### src/verilog/rlrc_defines.vh
/*
 * rlrc_defines.vh - constants for the restart limit and run counter block:
 * register offsets, reset values, error codes, phase codes and timing counts.
 * Assumes inclusion by its bare name from the design file.
 */
`ifndef RLRC_DEFINES_VH
`define RLRC_DEFINES_VH

// ----------------------------------------------------------------------------
// register offsets (word index on the plain register port)
// ----------------------------------------------------------------------------
`define RLRC_REG_CTRL 4'h0
`define RLRC_REG_STAT 4'h1
`define RLRC_REG_SP_LIMIT 4'h2
`define RLRC_REG_LOWFIRE_MAX 4'h3
`define RLRC_REG_OPH_RO 4'h4
`define RLRC_REG_OPH_ADJ 4'h5
`define RLRC_REG_LIVE_H 4'h6
`define RLRC_REG_STARTS_RO 4'h7
`define RLRC_REG_STARTS_ADJ 4'h8
`define RLRC_REG_ERROR 4'h9
`define RLRC_REG_COUNTERS 4'hA
`define RLRC_REG_STOP_SEL 4'hB

// ----------------------------------------------------------------------------
// limits and reset values
// ----------------------------------------------------------------------------
`define RLRC_NOFLAME_LIMIT 7'h03
`define RLRC_UNLIMITED 7'h7F
`define RLRC_SP_LIMIT_RST 7'h03
`define RLRC_SL_LIMIT_RST 7'h03
`define RLRC_LOWFIRE_RST 16'h0064

// ----------------------------------------------------------------------------
// error codes (decimal codes as shown to the operator)
// ----------------------------------------------------------------------------
`define RLRC_ERR_NONE 16'h0000
`define RLRC_ERR_NOFLAME_1 16'd1005
`define RLRC_ERR_NOFLAME_2 16'd1067
`define RLRC_ERR_NOFLAME_ELAPSED 16'd1042
`define RLRC_ERR_SP_AIR 16'd1004
`define RLRC_ERR_SP_LIGHT 16'd1009
`define RLRC_ERR_SP_LOOP 16'd1033
`define RLRC_ERR_SP_ELAPSED 16'd1056
`define RLRC_ERR_LOOP_OPEN 16'd1034
`define RLRC_ERR_LOOP_ELAPSED 16'd1057
`define RLRC_ERR_LOWFIRE_TIME 16'd1125

// ----------------------------------------------------------------------------
// program stop phases, selector 0 = deactivated
// ----------------------------------------------------------------------------
`define RLRC_PH_30 8'd30
`define RLRC_PH_34 8'd34
`define RLRC_PH_38 8'd38
`define RLRC_PH_44 8'd44
`define RLRC_PH_52 8'd52
`define RLRC_PH_74 8'd74
`define RLRC_PH_78 8'd78

// ----------------------------------------------------------------------------
// timing: clock rate, one hour, one day, low-fire tick
// ----------------------------------------------------------------------------
`define RLRC_CLK_HZ 100000000
`define RLRC_HOUR_S 3600
`define RLRC_DAY_H 24
`define RLRC_LOWFIRE_TICK_MS 1

`endif

### src/verilog/rlrc_top.v
/*
 * rlrc_top.v - restart limit and run counter block for a burner sequencer.
 * Assumes sequencer events are single-cycle pulses on i_mclk and the
 * non-volatile store reloads the counters via the register port at start-up.
 */
// The address-and-strobe port and the placing of the registers are this design's own decisions.
`timescale 1ns/10ps
`default_nettype none
`include "rlrc_defines.vh"

// Functional notes
// - no flame after both safety times: at most 3 restarts before operating position is reached
// - no-flame counter reloads at operating position, power-up and reset
// - distinct codes: no flame first time, second time, counter elapsed
// - start-prevention limit settable from 0; value 127 means unlimited
// - start-prevention counter reloads on controlled shutdown, power-up, reset
// - start prevention codes for air, light, loop, and counter elapsed
// - safety-loop counter reloads every 24 powered hours, power-up, reset
// - safety loop open reports a code; elapsed counter reports another
// - program stop selector: off, or phase 30, 34, 38, 44, 52, 74, 78
// - program stop holds until operator deactivates it; no timeout
// - halted at program stop is signalled to the display unit
// - heat request gone: drive low fire first, close fuel valves afterwards
// - configurable maximum time to reach low fire bounds that step
// - operating hours kept in non-volatile storage across mains loss
// - operating hours count from first safety time until operation ends
// - three hour counters: read-only total, adjustable total, powered hours
// - startup counter counts every start cycle, aborted ones too, kept
// - two startup totals: read-only and operator settable
// - new restart limit takes effect only after a lockout, manual or from an elapsed counter, then reset
// - lockout: loop relays off, alarm on, held until manual reset
module rlrc_top #(
  parameter HOUR_CYCLES = 64'd360000000000,
  parameter LOWFIRE_TICK_CYCLES = 32'd100000
) (
  input wire i_mclk,
  input wire i_rst_n,
  input wire i_manual_reset,
  input wire i_manual_lockout,
  input wire i_noflame_first,
  input wire i_noflame_second,
  input wire i_operating_reached,
  input wire i_controlled_shutdown,
  input wire i_sp_air,
  input wire i_sp_light,
  input wire i_sp_loop,
  input wire i_loop_open,
  input wire i_start_cycle,
  input wire i_first_safety_time,
  input wire i_operation_end,
  input wire i_heat_request,
  input wire i_low_fire_reached,
  input wire [7:0] i_phase,
  input wire [3:0] i_addr,
  input wire [31:0] i_wdata,
  input wire i_wr,
  input wire i_rd,
  output reg [31:0] o_rdata,
  output reg o_restart,
  output reg o_lockout,
  output reg o_loop_relays_on,
  output reg o_alarm,
  output reg o_prog_stop_hold,
  output reg o_prog_stop_msg,
  output reg o_drive_low_fire,
  output reg o_close_fuel,
  output reg [15:0] o_error_code,
  output reg o_error_valid
);

  // ----------------------------------------------------------------------------
  // low-fire shutdown sequence state codes
  // ----------------------------------------------------------------------------
  localparam [1:0] LF_RUN = 2'd0;
  localparam [1:0] LF_DRIVE = 2'd1;
  localparam [1:0] LF_CLOSE = 2'd2;

  // ----------------------------------------------------------------------------
  // functions
  // ----------------------------------------------------------------------------
  // selector code to stop phase; zero means deactivated
  function [7:0] stop_phase;
    input [2:0] sel;
    begin
      case (sel)
        3'd1: stop_phase = `RLRC_PH_30;
        3'd2: stop_phase = `RLRC_PH_34;
        3'd3: stop_phase = `RLRC_PH_38;
        3'd4: stop_phase = `RLRC_PH_44;
        3'd5: stop_phase = `RLRC_PH_52;
        3'd6: stop_phase = `RLRC_PH_74;
        3'd7: stop_phase = `RLRC_PH_78;
        default: stop_phase = 8'h00;
      endcase
    end
  endfunction

  // next restart count: decrement unless unlimited or already zero
  function [6:0] dec_cnt;
    input [6:0] cnt;
    begin
      if (cnt == `RLRC_UNLIMITED || cnt == 7'h00) begin
        dec_cnt = cnt;
      end else begin
        dec_cnt = cnt - 7'h01;
      end
    end
  endfunction

  // ----------------------------------------------------------------------------
  // input synchronisers for the pins from the display unit and reset contact
  // ----------------------------------------------------------------------------
  reg [1:0] mrst_sync_q;
  reg [1:0] mlock_sync_q;
  reg mrst_prev_q;
  wire mrst_pulse = mrst_sync_q[1] & ~mrst_prev_q;

  // two flops per pin, then edge detect on the second stage of the reset pin
  always @(posedge i_mclk or negedge i_rst_n) begin
    if (!i_rst_n) begin
      mrst_sync_q <= 2'b00;
      mlock_sync_q <= 2'b00;
      mrst_prev_q <= 1'b0;
    end else begin
      mrst_sync_q <= {mrst_sync_q[0], i_manual_reset};
      mlock_sync_q <= {mlock_sync_q[0], i_manual_lockout};
      mrst_prev_q <= mrst_sync_q[1];
    end
  end

  // ----------------------------------------------------------------------------
  // software settings and counters
  // ----------------------------------------------------------------------------
  reg [6:0] sp_limit_q;       // pending start-prevention limit
  reg [6:0] sp_limit_act_q;   // active start-prevention limit
  reg [6:0] sl_limit_q;
  reg [6:0] sl_limit_act_q;
  reg [15:0] lowfire_max_q;   // low-fire limit in ms ticks
  reg [2:0] stop_sel_q;
  reg [6:0] nf_cnt_q;
  reg [6:0] sp_cnt_q;
  reg [6:0] sl_cnt_q;
  reg [31:0] oph_ro_q;
  reg [31:0] oph_adj_q;
  reg [31:0] live_h_q;
  reg [31:0] starts_ro_q;
  reg [31:0] starts_adj_q;
  reg [63:0] hour_tmr_q;
  reg [63:0] run_tmr_q;
  reg [4:0] day_h_q;
  reg running_q;
  reg [31:0] lf_tick_q;
  reg [15:0] lf_ms_q;
  reg [1:0] lf_state_q;
  reg lf_timeout_q;

  wire hour_tick = (hour_tmr_q == HOUR_CYCLES - 64'd1);
  wire day_tick = hour_tick && (day_h_q == 5'd23);
  wire run_hour = running_q && (run_tmr_q == HOUR_CYCLES - 64'd1);
  wire reload_all = mrst_pulse;

  // failure while a counter is at zero elapses it
  wire nf_fail = i_noflame_first | i_noflame_second;
  wire nf_elapsed = nf_fail && (nf_cnt_q == 7'h00);
  wire sp_fail = i_sp_air | i_sp_light | i_sp_loop;
  wire sp_elapsed = sp_fail && (sp_cnt_q == 7'h00) && (sp_limit_act_q != `RLRC_UNLIMITED);
  wire sl_elapsed = i_loop_open && (sl_cnt_q == 7'h00) && (sl_limit_act_q != `RLRC_UNLIMITED);
  wire fail_elapsed = nf_elapsed | sp_elapsed | sl_elapsed;
  wire lockout_d = o_lockout ? ~mrst_pulse : (mlock_sync_q[1] | fail_elapsed);

  // register writes, restart counters, hour and start counters
  always @(posedge i_mclk or negedge i_rst_n) begin
    if (!i_rst_n) begin
      sp_limit_q <= `RLRC_SP_LIMIT_RST;
      sp_limit_act_q <= `RLRC_SP_LIMIT_RST;
      sl_limit_q <= `RLRC_SL_LIMIT_RST;
      sl_limit_act_q <= `RLRC_SL_LIMIT_RST;
      lowfire_max_q <= `RLRC_LOWFIRE_RST;
      stop_sel_q <= 3'd0;
      nf_cnt_q <= `RLRC_NOFLAME_LIMIT;
      sp_cnt_q <= `RLRC_SP_LIMIT_RST;
      sl_cnt_q <= `RLRC_SL_LIMIT_RST;
      oph_ro_q <= 32'h00000000;
      oph_adj_q <= 32'h00000000;
      live_h_q <= 32'h00000000;
      starts_ro_q <= 32'h00000000;
      starts_adj_q <= 32'h00000000;
      hour_tmr_q <= 64'h0000000000000000;
      run_tmr_q <= 64'h0000000000000000;
      day_h_q <= 5'd0;
      running_q <= 1'b0;
    end else begin
      // settings
      if (i_wr) begin
        case (i_addr)
          `RLRC_REG_SP_LIMIT: begin
            sp_limit_q <= i_wdata[6:0];
            sl_limit_q <= i_wdata[14:8];
          end
          `RLRC_REG_LOWFIRE_MAX: lowfire_max_q <= i_wdata[15:0];
          `RLRC_REG_STOP_SEL: stop_sel_q <= i_wdata[2:0];
          `RLRC_REG_OPH_RO: oph_ro_q <= i_wdata;
          `RLRC_REG_OPH_ADJ: oph_adj_q <= i_wdata;
          `RLRC_REG_LIVE_H: live_h_q <= i_wdata;
          `RLRC_REG_STARTS_RO: starts_ro_q <= i_wdata;
          `RLRC_REG_STARTS_ADJ: starts_adj_q <= i_wdata;
          default: ;
        endcase
      end
      // pending limits are adopted only on reset out of lockout
      if (o_lockout && mrst_pulse) begin
        sp_limit_act_q <= sp_limit_q;
        sl_limit_act_q <= sl_limit_q;
      end
      // no-flame counter
      if (reload_all || i_operating_reached) begin
        nf_cnt_q <= `RLRC_NOFLAME_LIMIT;
      end else if (nf_fail) begin
        nf_cnt_q <= dec_cnt(nf_cnt_q);
      end
      // start-prevention counter
      if (reload_all || i_controlled_shutdown) begin
        sp_cnt_q <= (o_lockout && mrst_pulse) ? sp_limit_q : sp_limit_act_q;
      end else if (sp_fail) begin
        sp_cnt_q <= dec_cnt(sp_cnt_q);
      end
      // safety-loop counter
      if (reload_all || day_tick) begin
        sl_cnt_q <= (o_lockout && mrst_pulse) ? sl_limit_q : sl_limit_act_q;
      end else if (i_loop_open) begin
        sl_cnt_q <= dec_cnt(sl_cnt_q);
      end
      // powered-time timer
      hour_tmr_q <= hour_tick ? 64'h0 : hour_tmr_q + 64'h1;
      if (hour_tick) begin
        day_h_q <= (day_h_q == 5'd23) ? 5'd0 : day_h_q + 5'd1;
        if (!(i_wr && i_addr == `RLRC_REG_LIVE_H)) begin
          live_h_q <= live_h_q + 32'h1;
        end
      end
      // operating hours run from first safety time to end of operation
      if (i_first_safety_time) begin
        running_q <= 1'b1;
      end else if (i_operation_end) begin
        running_q <= 1'b0;
      end
      run_tmr_q <= (!running_q || run_hour) ? 64'h0 : run_tmr_q + 64'h1;
      if (run_hour) begin
        oph_ro_q <= oph_ro_q + 32'h1;
        if (!(i_wr && i_addr == `RLRC_REG_OPH_ADJ)) begin
          oph_adj_q <= oph_adj_q + 32'h1;
        end
      end
      // every start cycle counts, aborted or not
      if (i_start_cycle) begin
        starts_ro_q <= starts_ro_q + 32'h1;
        if (!(i_wr && i_addr == `RLRC_REG_STARTS_ADJ)) begin
          starts_adj_q <= starts_adj_q + 32'h1;
        end
      end
    end
  end

  // ----------------------------------------------------------------------------
  // error reporting, restart grant, lockout and program stop
  // ----------------------------------------------------------------------------
  reg [15:0] err_d;

  // priority: elapsed codes over the plain fault codes
  always @* begin
    err_d = `RLRC_ERR_NONE;
    if (sl_elapsed) begin
      err_d = `RLRC_ERR_LOOP_ELAPSED;
    end else if (sp_elapsed) begin
      err_d = `RLRC_ERR_SP_ELAPSED;
    end else if (nf_elapsed) begin
      err_d = `RLRC_ERR_NOFLAME_ELAPSED;
    end else if (i_loop_open) begin
      err_d = `RLRC_ERR_LOOP_OPEN;
    end else if (i_noflame_second) begin
      err_d = `RLRC_ERR_NOFLAME_2;
    end else if (i_noflame_first) begin
      err_d = `RLRC_ERR_NOFLAME_1;
    end else if (i_sp_loop) begin
      err_d = `RLRC_ERR_SP_LOOP;
    end else if (i_sp_light) begin
      err_d = `RLRC_ERR_SP_LIGHT;
    end else if (i_sp_air) begin
      err_d = `RLRC_ERR_SP_AIR;
    end else if (lf_timeout_q) begin
      err_d = `RLRC_ERR_LOWFIRE_TIME;
    end
  end

  // outputs held in flops
  always @(posedge i_mclk or negedge i_rst_n) begin
    if (!i_rst_n) begin
      o_error_code <= `RLRC_ERR_NONE;
      o_error_valid <= 1'b0;
      o_restart <= 1'b0;
      o_lockout <= 1'b0;
      o_loop_relays_on <= 1'b0;
      o_alarm <= 1'b0;
      o_prog_stop_hold <= 1'b0;
      o_prog_stop_msg <= 1'b0;
    end else begin
      o_error_valid <= (err_d != `RLRC_ERR_NONE);
      if (err_d != `RLRC_ERR_NONE) begin
        o_error_code <= err_d;
      end
      // restart granted for a failure that does not elapse its counter
      o_restart <= ~lockout_d & ((nf_fail & ~nf_elapsed) | (sp_fail & ~sp_elapsed)
                   | (i_loop_open & ~sl_elapsed));
      o_lockout <= lockout_d;
      o_loop_relays_on <= ~lockout_d;
      o_alarm <= lockout_d;
      // hold while the selected phase is reached and the stop stays selected
      o_prog_stop_hold <= (stop_sel_q != 3'd0) && (i_phase == stop_phase(stop_sel_q));
      o_prog_stop_msg <= (stop_sel_q != 3'd0) && (i_phase == stop_phase(stop_sel_q));
    end
  end

  // ----------------------------------------------------------------------------
  // low-fire shutdown sequence
  // ----------------------------------------------------------------------------
  // run: heat wanted; drive: go to low fire; close: valves shut
  always @(posedge i_mclk or negedge i_rst_n) begin
    if (!i_rst_n) begin
      lf_state_q <= LF_RUN;
      lf_tick_q <= 32'h0;
      lf_ms_q <= 16'h0;
      lf_timeout_q <= 1'b0;
      o_drive_low_fire <= 1'b0;
      o_close_fuel <= 1'b0;
    end else begin
      lf_timeout_q <= 1'b0;
      case (lf_state_q)
        LF_RUN: begin
          o_close_fuel <= 1'b0;
          lf_tick_q <= 32'h0;
          lf_ms_q <= 16'h0;
          if (running_q && !i_heat_request) begin
            lf_state_q <= LF_DRIVE;
            o_drive_low_fire <= 1'b1;
          end
        end
        LF_DRIVE: begin
          lf_tick_q <= (lf_tick_q == LOWFIRE_TICK_CYCLES - 32'd1) ? 32'h0 : lf_tick_q + 32'h1;
          if (lf_tick_q == LOWFIRE_TICK_CYCLES - 32'd1) begin
            lf_ms_q <= lf_ms_q + 16'h1;
          end
          if (i_low_fire_reached || lf_ms_q >= lowfire_max_q) begin
            lf_timeout_q <= !i_low_fire_reached;
            lf_state_q <= LF_CLOSE;
            o_drive_low_fire <= 1'b0;
            o_close_fuel <= 1'b1;
          end
        end
        LF_CLOSE: begin
          if (i_heat_request) begin
            lf_state_q <= LF_RUN;
            o_close_fuel <= 1'b0;
          end
        end
        default: lf_state_q <= LF_RUN;
      endcase
    end
  end

  // ----------------------------------------------------------------------------
  // register read port, data one cycle after the strobe
  // ----------------------------------------------------------------------------
  always @(posedge i_mclk or negedge i_rst_n) begin
    if (!i_rst_n) begin
      o_rdata <= 32'h00000000;
    end else if (i_rd) begin
      case (i_addr)
        `RLRC_REG_CTRL: o_rdata <= {29'h0, o_alarm, o_lockout, o_prog_stop_hold};
        `RLRC_REG_STAT: o_rdata <= {28'h0, o_close_fuel, o_drive_low_fire, running_q, o_restart};
        `RLRC_REG_SP_LIMIT: o_rdata <= {1'b0, sl_limit_act_q, 1'b0, sp_limit_act_q,
                                        1'b0, sl_limit_q, 1'b0, sp_limit_q};
        `RLRC_REG_LOWFIRE_MAX: o_rdata <= {16'h0, lowfire_max_q};
        `RLRC_REG_OPH_RO: o_rdata <= oph_ro_q;
        `RLRC_REG_OPH_ADJ: o_rdata <= oph_adj_q;
        `RLRC_REG_LIVE_H: o_rdata <= live_h_q;
        `RLRC_REG_STARTS_RO: o_rdata <= starts_ro_q;
        `RLRC_REG_STARTS_ADJ: o_rdata <= starts_adj_q;
        `RLRC_REG_ERROR: o_rdata <= {16'h0, o_error_code};
        `RLRC_REG_COUNTERS: o_rdata <= {11'h0, day_h_q, 1'b0, sl_cnt_q, 1'b0, sp_cnt_q};
        `RLRC_REG_STOP_SEL: o_rdata <= {25'h0, nf_cnt_q[3:0], stop_sel_q};
        default: o_rdata <= 32'h00000000;
      endcase
    end else begin
      o_rdata <= 32'h00000000;
    end
  end

endmodule // rlrc_top
`default_nettype wire

### config.mk
export PLATFORM = sky130hd
export DESIGN_NAME = rlrc_top
export DESIGN_NICKNAME = d
export VERILOG_FILES = /design/src/verilog/rlrc_top.v
export VERILOG_INCLUDE_DIRS = /design/src /design/src/verilog
export SDC_FILE = /design/constraint.sdc
export NUM_CORES = 1
export LEC_CHECK = 0
export BUFFER_PORTS_ARGS = -buffer_cell sky130_fd_sc_hd__buf_2
export CORE_UTILIZATION = 30
export CTS_BUF_LIST = sky130_fd_sc_hd__clkbuf_16
export CTS_CLUSTER_SIZE = 28
export DETAILED_ROUTE_END_ITERATION = 8
export PLACE_DENSITY = 0.54
export SYNTH_ARGS = -nofsm -noshare
export SYNTH_HDL_FRONTEND = slang
export SYNTH_SLANG_ARGS = --single-unit
export TNS_END_PERCENT = 30
### constraint.sdc
create_clock -name i_mclk -period 7.7 [get_ports i_mclk]
set_clock_uncertainty 0.15 [all_clocks]
set_input_delay 1.54 -clock i_mclk [delete_from_list [all_inputs] [get_ports i_mclk]]
set_output_delay 1.54 -clock i_mclk [all_outputs]
set_load 0.005 [all_outputs]
======== Yosys cells after proc, flatten, opt, wreduce, memory -nomap -nowiden ========
Index checks and enable logic that the tools add are counted.
storage, ports and cells
  bits in registers ....................... 473
  word-level logic and storage cells ...... 221
operators by class
  add/subtract/negate cells ............... 13
  magnitude comparators ................... 1
  eq/ne operators ......................... 37
  mux-type cells .......................... 64
  bitwise operators ....................... 19
  reductions and logical operators ........ 53
operator list
  kind                     number
  $mux W32                 20
  $pmux W32 S12            1
  $add A32 B1 Y32 const B  6
  $add A64 B1 Y64 const B  2
  $eq A64 B39 Y1 const B   2
  $mux W64                 2
  $mux W11                 10
  $mux W7                  11
  $pmux W32 S2             1
  $pmux W7 S7              1
  $eq A32 B17 Y1 const B   1
  $pmux W16 S2             1
  $eq A7 B7 Y1 const B     3
  $logic_not A7 Y1         3
  $sub A7 B1 Y7 const B    3
  $reduce_and A2 Y1        9
  $reduce_bool A2 Y1       9
  $add A16 B1 Y16 const B  1
  $eq A4 B3 Y1 const B     4
  $eq A4 B4 Y1 const B     4
  $ge A16 B16 Y1           1
  $mux W16                 1
  $reduce_bool A16 Y1      1
  $ne A2 B2 Y1 const B     7
  27 further kinds         83

======== Logic depth before layout (Yosys ltp) ========
Gate-level depths: netlist of run 1.
  depth in word-level cells ............... 11
  gate-level depth with buffers ........... 10
  mapped depth without buffers ............ 8

======== Worst setup path before layout of run 1 ========
Ideal clock, no wire load.
  path kind ............................... input -> register
  from .................................... input port i_addr[1]
  to ...................................... register starts_adj_q[22]
  arrival time ............................ 3.360 ns
  data required time ...................... 7.426 ns
  setup slack ............................. 4.067 ns
  cell stages on the path ................. 8
  path buffers ............................ 2
  cell sequence ........................... clkbuf_1 > nor4b_1 > a21oi_1 > and4_1 > clkbuf_1 > nand2_1 > nor2_1 > a211o_1
between the ends
  longest elaborated chain between the ends .. 5
  elaborated cells between the ends (all ways) .. 6
  classes of those cells .................. eq/ne: 1; mux: 4; reduce/logical: 1
RTL lines
  element                 RTL line        source
  start: declaration      rlrc_top.v:54   input wire [3:0] i_addr,
  $eq A4 B4 Y1 *          rlrc_top.v:195  case (i_addr)
  $mux W32                rlrc_top.v:195
  $mux W32                rlrc_top.v:194  if (i_wr) begin
  $mux W32                rlrc_top.v:257  if (!(i_wr && i_addr == `RLRC_REG_STARTS_ADJ)) begin
  $mux W32 *              rlrc_top.v:255  if (i_start_cycle) begin
  end signal: assignment  rlrc_top.v:206  `RLRC_REG_STARTS_ADJ: starts_adj_q <= i_wdata;
  end signal: assignment  rlrc_top.v:258  starts_adj_q <= starts_adj_q + 32'h1;
  end: declaration        rlrc_top.v:147  reg [31:0] starts_adj_q;
Mark *: on every way between the ends. The rest lies on a longest branch, timed or not.
A chain may end at the register's enable or synchronous reset.

======== Worst setup path in the final report of run 1 ========
  from .................................... input port i_addr[2]
  to ...................................... register oph_adj_q[10]
between the ends
  longest elaborated chain between the ends .. 5
  elaborated cells between the ends (all ways) .. 6
  classes of those cells .................. eq/ne: 1; mux: 4; reduce/logical: 1
RTL lines
  element                 RTL line        source
  $eq A4 B3 Y1 *          rlrc_top.v:195
  $mux W32                rlrc_top.v:195
  $mux W32                rlrc_top.v:194
  $mux W32                rlrc_top.v:250  if (!(i_wr && i_addr == `RLRC_REG_OPH_ADJ)) begin
  $mux W32 *              rlrc_top.v:248  if (run_hour) begin
  end signal: assignment  rlrc_top.v:203  `RLRC_REG_OPH_ADJ: oph_adj_q <= i_wdata;
  end signal: assignment  rlrc_top.v:251  oph_adj_q <= oph_adj_q + 32'h1;
  end: declaration        rlrc_top.v:144  reg [31:0] oph_adj_q;
Marked as above.

==> results.md, run 1 <==
- Status: finished clean
- Pwr Density: 248 nW/um^2
- Setup TNS: 0 ns
- Setup Buffers After CTS: 0
- Commonest cells post-synth: dfrtp_1 (449), nor2_1 (297), nand2_1 (247), nand3_1 (170)
- RSZ-0062 raised after global routing: false
- Post-synth EDFFs: 0
- Syn Area/Cell: 9.19 um^2
- Port buffer count: 114
- Final setup violation count: 0
- Clock root cell: clkbuf_16
- Vias/cell: 5.54
- Seq pwr share: 46.7%
- CTS Hold Bufs: 0
- Post-CTS Resized: 0
- Slew @ Worst Pin: 1.12 ns
- Site row count: 106
- Net Switching: 2.36 mW
- Yosys warns: 0
- Clock Sinks: 466
- GR Overflow Total: 0
- Diode count: 0
- Asr flop ratio synth: 100%
- Slew Limit Fails: 0
- Number of global-route vias before repair: 21100
- Clock slew at reported path FFs: 0.06 ns
- Share of the synthesized area in the top cell type: 43.8%
- Fin. Hold Viols: 0
- Layout cells sized above 1: 11.7%
- TritonCTS Buffers: 55
- Non-filler instance count after layout: 4031
- Final wirelength: 86300 um
- Initial antenna violation count: 11
- Synth unique cells: 75
- #FFs+latches synth: 466
- CTS tree: built
- Total track usage: 19.7%
- Cells after DPL: 3927
- Nets: 2948
- Remaining DRCs: 0
- Switching share of power: 32.5%
- Critical Path End Type: register
- Global-route wire length before repair: 132000 um
- Tcrit/Tclk final: 52.3%
- Crit Path Max Fanout: 63
- Top-count cell post-synth: dfrtp_1
- Routed wire per std cell: 21.4 um
- Layout area overhead: 14.1%
- Crit path required time: 8.06 ns
- Clk pwr share: 36.8%
- Critical Path AT: 4.39 ns
- Vias: 22300
- Largest net degree at the start of global routing: 114
- Worst-skew pair later-pin latency: 0.63 ns
- Synth area leader: dfrtp_1
- Setup CP Type: input pin to register
- Maximum clock path buffer count: 3
- Static Leak: 12.0 nW
- HPWL after DPL: 61600 um
- Die Height: 294 um
- Mapped Cells: 2791
- Worst Hold Margin: 0.196 ns
- Max transition margin: 25.2%
- Max_cap viols: 0
- Area contributors post-synth: dfrtp_1 (44%), nor2_1 (4.3%), xnor2_1 (3.8%)
- Initial core utilization: 30.5%
- Fillers: 8720
- Comb pwr share: 16.5%
- Crit path time final: 4.03 ns
- H-Tree Depth: 2
- DRT Pass-1 Iters: 8
- Die ar.: 86600 um^2
- Synthesized area: 25600 um^2
- Cell internal pwr: 4.89 mW
- I/O pin total: 120
- Top_reg_cell synth: dfrtp_1
- Gpl congestion: 0.930
- Initial drt markers: 2109
- VDD IR max: 0.159 mV
- F_max: 0.248 GHz
- Sequential fraction of the synthesis area: 45.6%
- Hold WC Path Type: register to register
- Worst setup SP type: input pin
- Post-route ant nets: 0
- Die X-Extent: 294 um
- Total core area: 84100 um^2
[power by group through the flow]
stage	clock network, mW	logic, mW	registers, mW
after floorplan	0	0.879	3.11
after global placement	0	1.17	3.40
after global routing	2.83	1.34	3.41
final	2.67	1.19	3.38
after detailed placement	0	1.19	3.40
after CTS	2.73	1.19	3.36
[final timing paths]
check                      slack [ns]             end  cells after the start           start
hold / removal                   0.20  mrst_sync_q[1]                      0  mrst_sync_q[0]
setup / recovery                 3.67   oph_adj_q[10]                      9       i_addr[2]
setup reg to reg                 4.02    oph_adj_q[7]                      6   run_tmr_q[59]
min in group asynchronous        0.82   run_tmr_q[59]                      1         i_rst_n
max in group asynchronous        5.21     oph_ro_q[0]                      2         i_rst_n
hold reg to reg                  0.20  mrst_sync_q[1]                      0  mrst_sync_q[0]
[layout make-up]
class,instances,area [um^2],area share (%)
Clock buffer,56,1400,4.79
Tap cell,1134,1420,4.85
Sequential cell,466,11700,39.9
Multi-Input combinational cell,2098,13100,44.9
Inverter,82,308,1.05
Clock inverter,48,434,1.48
Timing Repair Buffer,147,866,2.96
[critical path, cell delays in order]
cell and delay (ns):
buf_2 0.31, nand2b_1 0.25, nor3b_2 0.90, buf_4 0.44, nand2_2 0.08, buf_4 0.34, nand2_1 0.15, nor2_1 0.05
a211o_1 0.26
[layer usage]
metal	vias up	global-route usage (%)	part of all wire, %
met2	745	31.0	45
li1	10400	-	-
met1	11000	27.6	46
met4	10	5.98	2.8
met5	-	0	0.073
met3	143	3.20	6.6
[flip-flops by register name (all words and copies together) (netlist names), 9 cells and up]
register,count
oph_ro_q,32
hour_tmr_q,64
oph_adj_q,32
o_rdata,32
starts_adj_q,32
run_tmr_q,64
lowfire_max_q,16
starts_ro_q,32
lf_tick_q,32
lf_ms_q,16
o_error_code,9
live_h_q,32
[layout by cell type (no fill, tap or decap), drive strengths merged, types with 10 or more instances in the layout]
cell / count
nor2b: 19
nor2: 297
and4: 46
nor3: 81
a22o: 25
dfrtp: 449
ha: 35
o211ai: 21
mux2: 60
buf: 147
nand2: 247
a221oi: 21
a31oi: 66
o21ai: 125
o22ai: 10
clkbuf: 56
xor2: 75
nand4: 108
a21o: 12
mux2i: 48
inv: 94
nand3: 170
a22oi: 70
clkinv: 25
a21oi: 89
or4: 18
or3: 24
nor3b: 10
o31ai: 17
xnor2: 110
dfstp: 17
a211oi: 32
nor4: 76
and2: 16
and3: 62
[stage by stage]
stage	setup WS [ns]	util, %	cell area (um^2)	power (mW)
after floorplan	4.07	-	25700	3.99
after global placement	3.26	32.6	27400	4.57
after detailed placement	3.17	32.6	27400	4.59
after CTS	3.83	34.8	29300	7.28
after global routing	3.63	34.8	29300	7.58
final	3.67	34.8	29300	7.25
[cell families (layout without fill, tap and decap cells)]
kind of cell,Yosys count,after routing,share of synthesized area (%)
flip-flops,466,466,45.6
AND/OR/NAND/NOR,1217,1217,24.1
AO/OA/AOI/OAI,548,548,14.2
adder cells (fa/ha/maj),35,35,1.71
buffers and inverters,231,333,3.59
XOR/XNOR,185,185,6.32
multiplexers,108,108,4.51
other,1,5,0.0146
No activity file was read; power rests on OpenSTA's default activity.
==> run 2: changes to the inputs <==
==> constraint.sdc (replaced) <==
create_clock -name i_mclk -period 4.1 [get_ports i_mclk]
set_clock_uncertainty 0.15 [all_clocks]
set_input_delay 0.82 -clock i_mclk [delete_from_list [all_inputs] [get_ports i_mclk]]
set_output_delay 0.82 -clock i_mclk [all_outputs]
set_load 0.005 [all_outputs]
==> results.md, run 2 (synthesized netlist as in run 1, its figures left out) <==
- Most common cell after layout, fill and taps aside: dfrtp_1
- H-Tree Depth: 2 (unchanged)
- RSZ-0062 raised after global routing: false
- F_max: 0.311 GHz
- TritonCTS Buffers: 56 (+1.8%)
- Site row count: 106 (unchanged)
- GR Overflow Total: 0 (unchanged)
- Post-layout util: 35.1% (+0.29 points)
- Vias/cell: 5.51 (-0.57%)
- Worst setup SP type: register
- Critical Path AT: 3.61 ns (-0.78 ns)
- Status: finished clean
- Crit Path Max Fanout: 10 (-84%)
- Clock slew at reported path FFs: 0.06 ns (about the same)
- Die Height: 294 um (unchanged)
- DRT Pass-1 Iters: 6 (-2)
- Clk pwr share: 36.6% (-0.2 points)
- Clock root cell: clkbuf_16
- Slew @ Worst Pin: 1.10 ns (-0.0178 ns)
- Worst slack, placed: 0.852 ns (-2.32 ns)
- Commonest non-fill, non-tap cells in the layout: dfrtp_1 (449), nor2_1 (295), nand2_1 (246), nand3_1 (170), o21ai_0 (122)
- Total core area: 84100 um^2 (unchanged)
- Critical Path End Type: register
- Maximum clock path buffer count: 3 (unchanged)
- Initial core utilization: 30.5% (unchanged)
- Routed wire per std cell: 21.3 um (-0.71%)
- Setup TNS: 0 ns (unchanged)
- Layout cells sized above 1: 12.9% (+1.1 points)
- Cell internal pwr: 9.10 mW (+86%)
- CTS Hold Bufs: 0 (unchanged)
- Total power: 13.6 mW (+88%)
- Fin area: 29500 um^2 (+0.83%)
- Setup Buffers After CTS: 0 (unchanged)
- Vias: 22400 (+0.32%)
- Global-route wire length before repair: 133000 um (+0.62%)
- Final setup violation count: 0 (unchanged)
- Comb pwr share: 16.8% (+0.3 points)
- Post-CTS Resized: 0 (unchanged)
- Initial antenna violation count: 9 (-2)
- Total track usage: 19.8% (+0.12 points)
- Clock Sinks: 466 (unchanged)
- Max_cap viols: 0 (unchanged)
- Static Leak: 12.1 nW (+1.1%)
- Dpl cell area: 27700 um^2 (+0.95%)
- Fin. Hold Viols: 0 (unchanged)
- Worst-skew pair later-pin latency: 0.64 ns (about the same)
- CTS tree: built
- Final wirelength: 86500 um (+0.17%)
- Number of global-route vias before repair: 21200 (+0.68%)
- Setup CP Type: register to register
- Switching share of power: 33.1% (+0.59 points)
- Hold WC Path Type: input pin to asynchronous set/reset pin
- Port buffer count: 114 (unchanged)
- Die ar.: 86600 um^2 (unchanged)
- Nets: 2980 (+1.1%)
- Post-route ant nets: 0 (unchanged)
- Crit path time final: 3.22 ns
- Remaining DRCs: 0 (unchanged)
- VDD IR max: 0.355 mV (+120%)
- Largest net degree at the start of global routing: 85 (-25%)
- Tcrit/Tclk final: 78.5%
- Fillers: 8676 (-0.50%)
- HPWL after DPL: 62800 um (+1.9%)
- Gpl congestion: 0.943 (+1.3%)
- Max transition margin: 25.7% (+0.51 points)
- Die X-Extent: 294 um (unchanged)
- Final WS setup: 0.881 ns (-2.79 ns)
- I/O pin total: 120 (unchanged)
- Biggest regs: hour_tmr_q (64), run_tmr_q (64)
- Slew Limit Fails: 0 (unchanged)
- Initial drt markers: 1961 (-7.0%)
- Seq pwr share: 46.6% (about the same)
- Crit path required time: 4.49 ns (-3.57 ns)
- Pwr Density: 461 nW/um^2 (+86%)
- Layout area overhead: 15.0%
- Net Switching: 4.50 mW (+91%)
run 2: changes by cell type in the layout (fill, tap and decap cells not counted), sizes merged:
cell      delta
inv          -6
buf         +31
clkinvlp     -1
bufinv       -2
diode        +3
clkinv      +11
run 2: final timing paths:
| kind | slack (ns) | endpoint | start | depth (start not counted) |
|---|---|---|---|---|
| worst max-delay path | 0.88 | oph_ro_q[19] | run_tmr_q[17] | 6 |
| worst min-delay path | 0.08 | run_tmr_q[61] | i_rst_n | 1 |
| worst max register to register | 0.88 | oph_ro_q[19] | run_tmr_q[17] | 6 |
| worst min register to register | 0.20 | mrst_sync_q[1] | mrst_sync_q[0] | 0 |
| max in group asynchronous | 2.80 | live_h_q[28] | i_rst_n | 2 |
| min in group i_mclk | 0.13 | mlock_sync_q[0] | i_manual_lockout | 1 |
run 2: layout make-up:
| cell class | count | area (um^2) | share of cell area [%] |
|---|---|---|---|
| Clock buffer | 56 | 1400 | 4.75 |
| Tap cell | 1134 | 1420 | 4.81 |
| Antenna cell | 3 | 7.51 | 0.0255 |
| Timing Repair Buffer | 178 | 1140 | 3.85 |
| Sequential cell | 466 | 11700 | 39.6 |
| Multi-Input combinational cell | 2098 | 13100 | 44.5 |
| Clock inverter | 50 | 408 | 1.38 |
| Inverter | 82 | 308 | 1.04 |
run 2: metal layers:
layer	global-route usage [%]	share of wire (%)	vias up	wire [um]
met2	30.4	44	736	38400
met4	6.69	3.0	8	2560
li1	-	-	10500	-
met1	28.1	47	11000	40300
met3	3.30	6.0	161	5190
met5	0	0.052	-	45
run 2: metrics by stage:
step,hold slack [ns],instances
floorplan,0.181,2795
global placement,0.186,3958
detailed placement,0.185,3958
CTS,0.0936,4064
global route,0.109,4065
finish,0.0788,4067
run 2: power groups by stage:
stage,sequential (mW),combinational [mW],clock [mW]
2_1_floorplan,5.85,1.65,0
3_3_place_gp,6.37,2.25,0
3_5_place_dp,6.37,2.27,0
4_1_cts,6.30,2.28,5.10
5_1_grt,6.40,2.57,5.29
6_report,6.34,2.28,4.98
run 2: worst max-delay path: stages (launching register included):
cell,delay [ns]
dfrtp_1,0.46
nor4b_1,0.55
nand3_1,0.16
or4_1,0.72
nor2_1,0.47
mux2_2,0.39
a211oi_1,0.23
==> run 3: changes to the inputs <==
--- a/config.mk
+++ b/config.mk
@@ -11,7 +11,7 @@
 export CTS_BUF_LIST = sky130_fd_sc_hd__clkbuf_16
 export CTS_CLUSTER_SIZE = 28
 export DETAILED_ROUTE_END_ITERATION = 8
-export PLACE_DENSITY = 0.54
+export PLACE_DENSITY = 0.55
 export SYNTH_ARGS = -nofsm -noshare
 export SYNTH_HDL_FRONTEND = slang
 export SYNTH_SLANG_ARGS = --single-unit
==> constraint.sdc (replaced) <==
create_clock -name i_mclk -period 2.9 [get_ports i_mclk]
set_clock_uncertainty 0.15 [all_clocks]
set_input_delay 0.58 -clock i_mclk [delete_from_list [all_inputs] [get_ports i_mclk]]
set_output_delay 0.58 -clock i_mclk [all_outputs]
set_load 0.005 [all_outputs]
==> results.md, run 3 (synthesized netlist as in run 1, its figures left out) <==
- Status: finished clean
- GR Overflow Total: 0 (unchanged)
- Most common cell after layout, fill and taps aside: dfrtp_1
- Critical Path AT: 3.12 ns (-0.49 ns)
- Vias/cell: 5.47 (-0.75%)
- Static Leak: 12.8 nW (+5.7%)
- Total core area: 84100 um^2 (unchanged)
- Maximum clock path buffer count: 3 (unchanged)
- Number of global-route vias before repair: 21700 (+2.5%)
- Final wirelength: 87400 um (+1.0%)
- Slew @ Worst Pin: 0.835 ns (-0.269 ns)
- Final setup violation count: 0 (unchanged)
- Max_cap viols: 0 (unchanged)
- Post-route ant nets: 0 (unchanged)
- Initial drt markers: 1835 (-6.4%)
- Clock Sinks: 466 (unchanged)
- Top delay family on crit path: simple AND/OR/NAND/NOR gates
- Max transition margin: 44.1% (+18 points)
- RSZ-0062 raised after global routing: false
- Site row count: 106 (unchanged)
- Worst Hold Margin: 0.0322 ns (-0.0466 ns)
- Crit path time final: 2.73 ns (-0.486 ns)
- Gpl congestion: 0.917 (-2.8%)
- HPWL after DPL: 64100 um (+2.0%)
- Die X-Extent: 294 um (unchanged)
- Crit-path cells: nor4b_1, nand4_1, or3_1, or3_4, buf_4, or3_1, a31oi_1
- Critical Path End Type: register
- Setup Buffers After CTS: 0 (unchanged)
- Layout cells sized above 1: 16.4% (+3.5 points)
- Initial antenna violation count: 7 (-2)
- Remaining DRCs: 0 (unchanged)
- Non-filler instance count after layout: 4189 (+3.0%)
- Global-route wire length before repair: 134000 um (+1.2%)
- DRT Pass-1 Iters: 6 (unchanged)
- Crit Path Max Fanout: 6 (-4)
- Largest stage delay, worst path: 0.45 ns (-0.27 ns)
- TritonCTS Buffers: 54 (-3.6%)
- Worst slack, placed: 0.0195 ns (-0.833 ns)
- WP buf/inv: 1 (+1)
- Layout area overhead: 19.4%
- Routed wire per std cell: 20.9 um (-1.9%)
- Die Height: 294 um (unchanged)
- Biggest regs: hour_tmr_q (64), run_tmr_q (64)
- CTS tree: built
- Initial core utilization: 30.5% (unchanged)
- Final WS setup: 0.167 ns (-0.714 ns)
- Most used cell, CP: or3_1
- Hold WC Path Type: input pin to register
- Worst setup SP type: register
- VDD IR max: 0.454 mV (+28%)
- I/O pin total: 120 (unchanged)
- Vias: 22900 (+2.2%)
- Cells after DPL: 4082 (+3.1%)
- Nets: 3108 (+4.3%)
- Commonest non-fill, non-tap cells in the layout: dfrtp_1 (449), nor2_1 (295), nand2_1 (246), buf_4 (172), nand3_1 (170)
- F_max: 0.366 GHz (+18%)
- Fin. Hold Viols: 0 (unchanged)
- Worst-skew pair later-pin latency: 0.65 ns (about the same)
- Pwr Density: 629 nW/um^2 (+36%)
- Clock slew at reported path FFs: 0.06 ns (about the same)
- Port buffer count: 114 (unchanged)
- Largest net degree at the start of global routing: 83 (-2.4%)
- Setup CP Type: register to register
- Clock root cell: clkbuf_16
- Total power: 19.3 mW (+42%)
- Tcrit/Tclk final: 94.3% (+16 points)
- Slew Limit Fails: 0 (unchanged)
- Total track usage: 20.0% (+0.21 points)
- H-Tree Depth: 2 (unchanged)
- Slowest CP cell: or3_4
- Crit path required time: 3.28 ns (-1.21 ns)
- Die ar.: 86600 um^2 (unchanged)
## run 3: changes by cell type in the layout (fill, tap and decap cells not counted), sizes merged
cell,change
buf,+124
bufinv,+1
clkbuf,-2
clkinv,-11
clkinvlp,-1
diode,-2
dlygate4sd3,+6
inv,+7
## run 3: worst paths after layout
check | start | to | slack (ns) | cells after the start
min in group asynchronous | i_rst_n | sp_limit_q[6] | 0.31 | 2
min | i_first_safety_time | running_q | 0.03 | 2
max | run_tmr_q[20] | oph_adj_q[25] | 0.17 | 7
max in group asynchronous | i_rst_n | sp_cnt_q[0] | 1.43 | 3
max reg2reg | run_tmr_q[20] | oph_adj_q[25] | 0.17 | 7
min reg2reg | mlock_sync_q[0] | mlock_sync_q[1] | 0.20 | 0
## run 3: cell type report
| class | instances | area (um^2) |
|---|---|---|
| well taps | 1134 | 1420 |
| diodes | 1 | 2.50 |
| flip-flops and latches | 466 | 11700 |
| clock inverters | 46 | 422 |
| inverters | 82 | 308 |
| fillers | 8647 | 53500 |
| repair buffers | 308 | 2250 |
| clock buffers | 54 | 1350 |
| multi-input cells | 2098 | 13200 |
## run 3: stage by stage
step / cell area (um^2) / util, % / TNS, ns
after floorplan: 25700 / - / 0
after global placement: 28700 / 34.2 / -0.00294
after global routing: 30600 / 36.4 / 0
after CTS: 30600 / 36.3 / 0
after detailed placement: 28700 / 34.2 / 0
final: 30600 / 36.4 / 0
## run 3: timing repair
action | in CTS | in global routing
setup endpoints to repair | 0 | 29
gates resized for setup | 0 | 9
hold buffers | 6 | 0
endpoints found under the hold margin | 32 | 0
## run 3: power breakdown
group	switching [mW]	internal, mW	total (mW)
logic	1.93	1.47	3.40
registers	1.44	7.45	8.89
clock network	2.95	4.01	6.96
## run 3: worst reg2reg max path: stages, from the launching register on
cell and delay, ns:
dfrtp_1 0.37, nor4b_1 0.40, nand4_1 0.21, or3_1 0.42, or3_4 0.45, buf_4 0.16, or3_1 0.33, a31oi_1 0.17
## run 3: layer usage
metal	vias to the layer above	track usage, %	share of wire, %
met3	150	2.84	6.6
met5	-	0	0.031
met4	4	6.43	3.0
met1	11300	28.7	46
met2	801	30.8	44
li1	10700	-	-
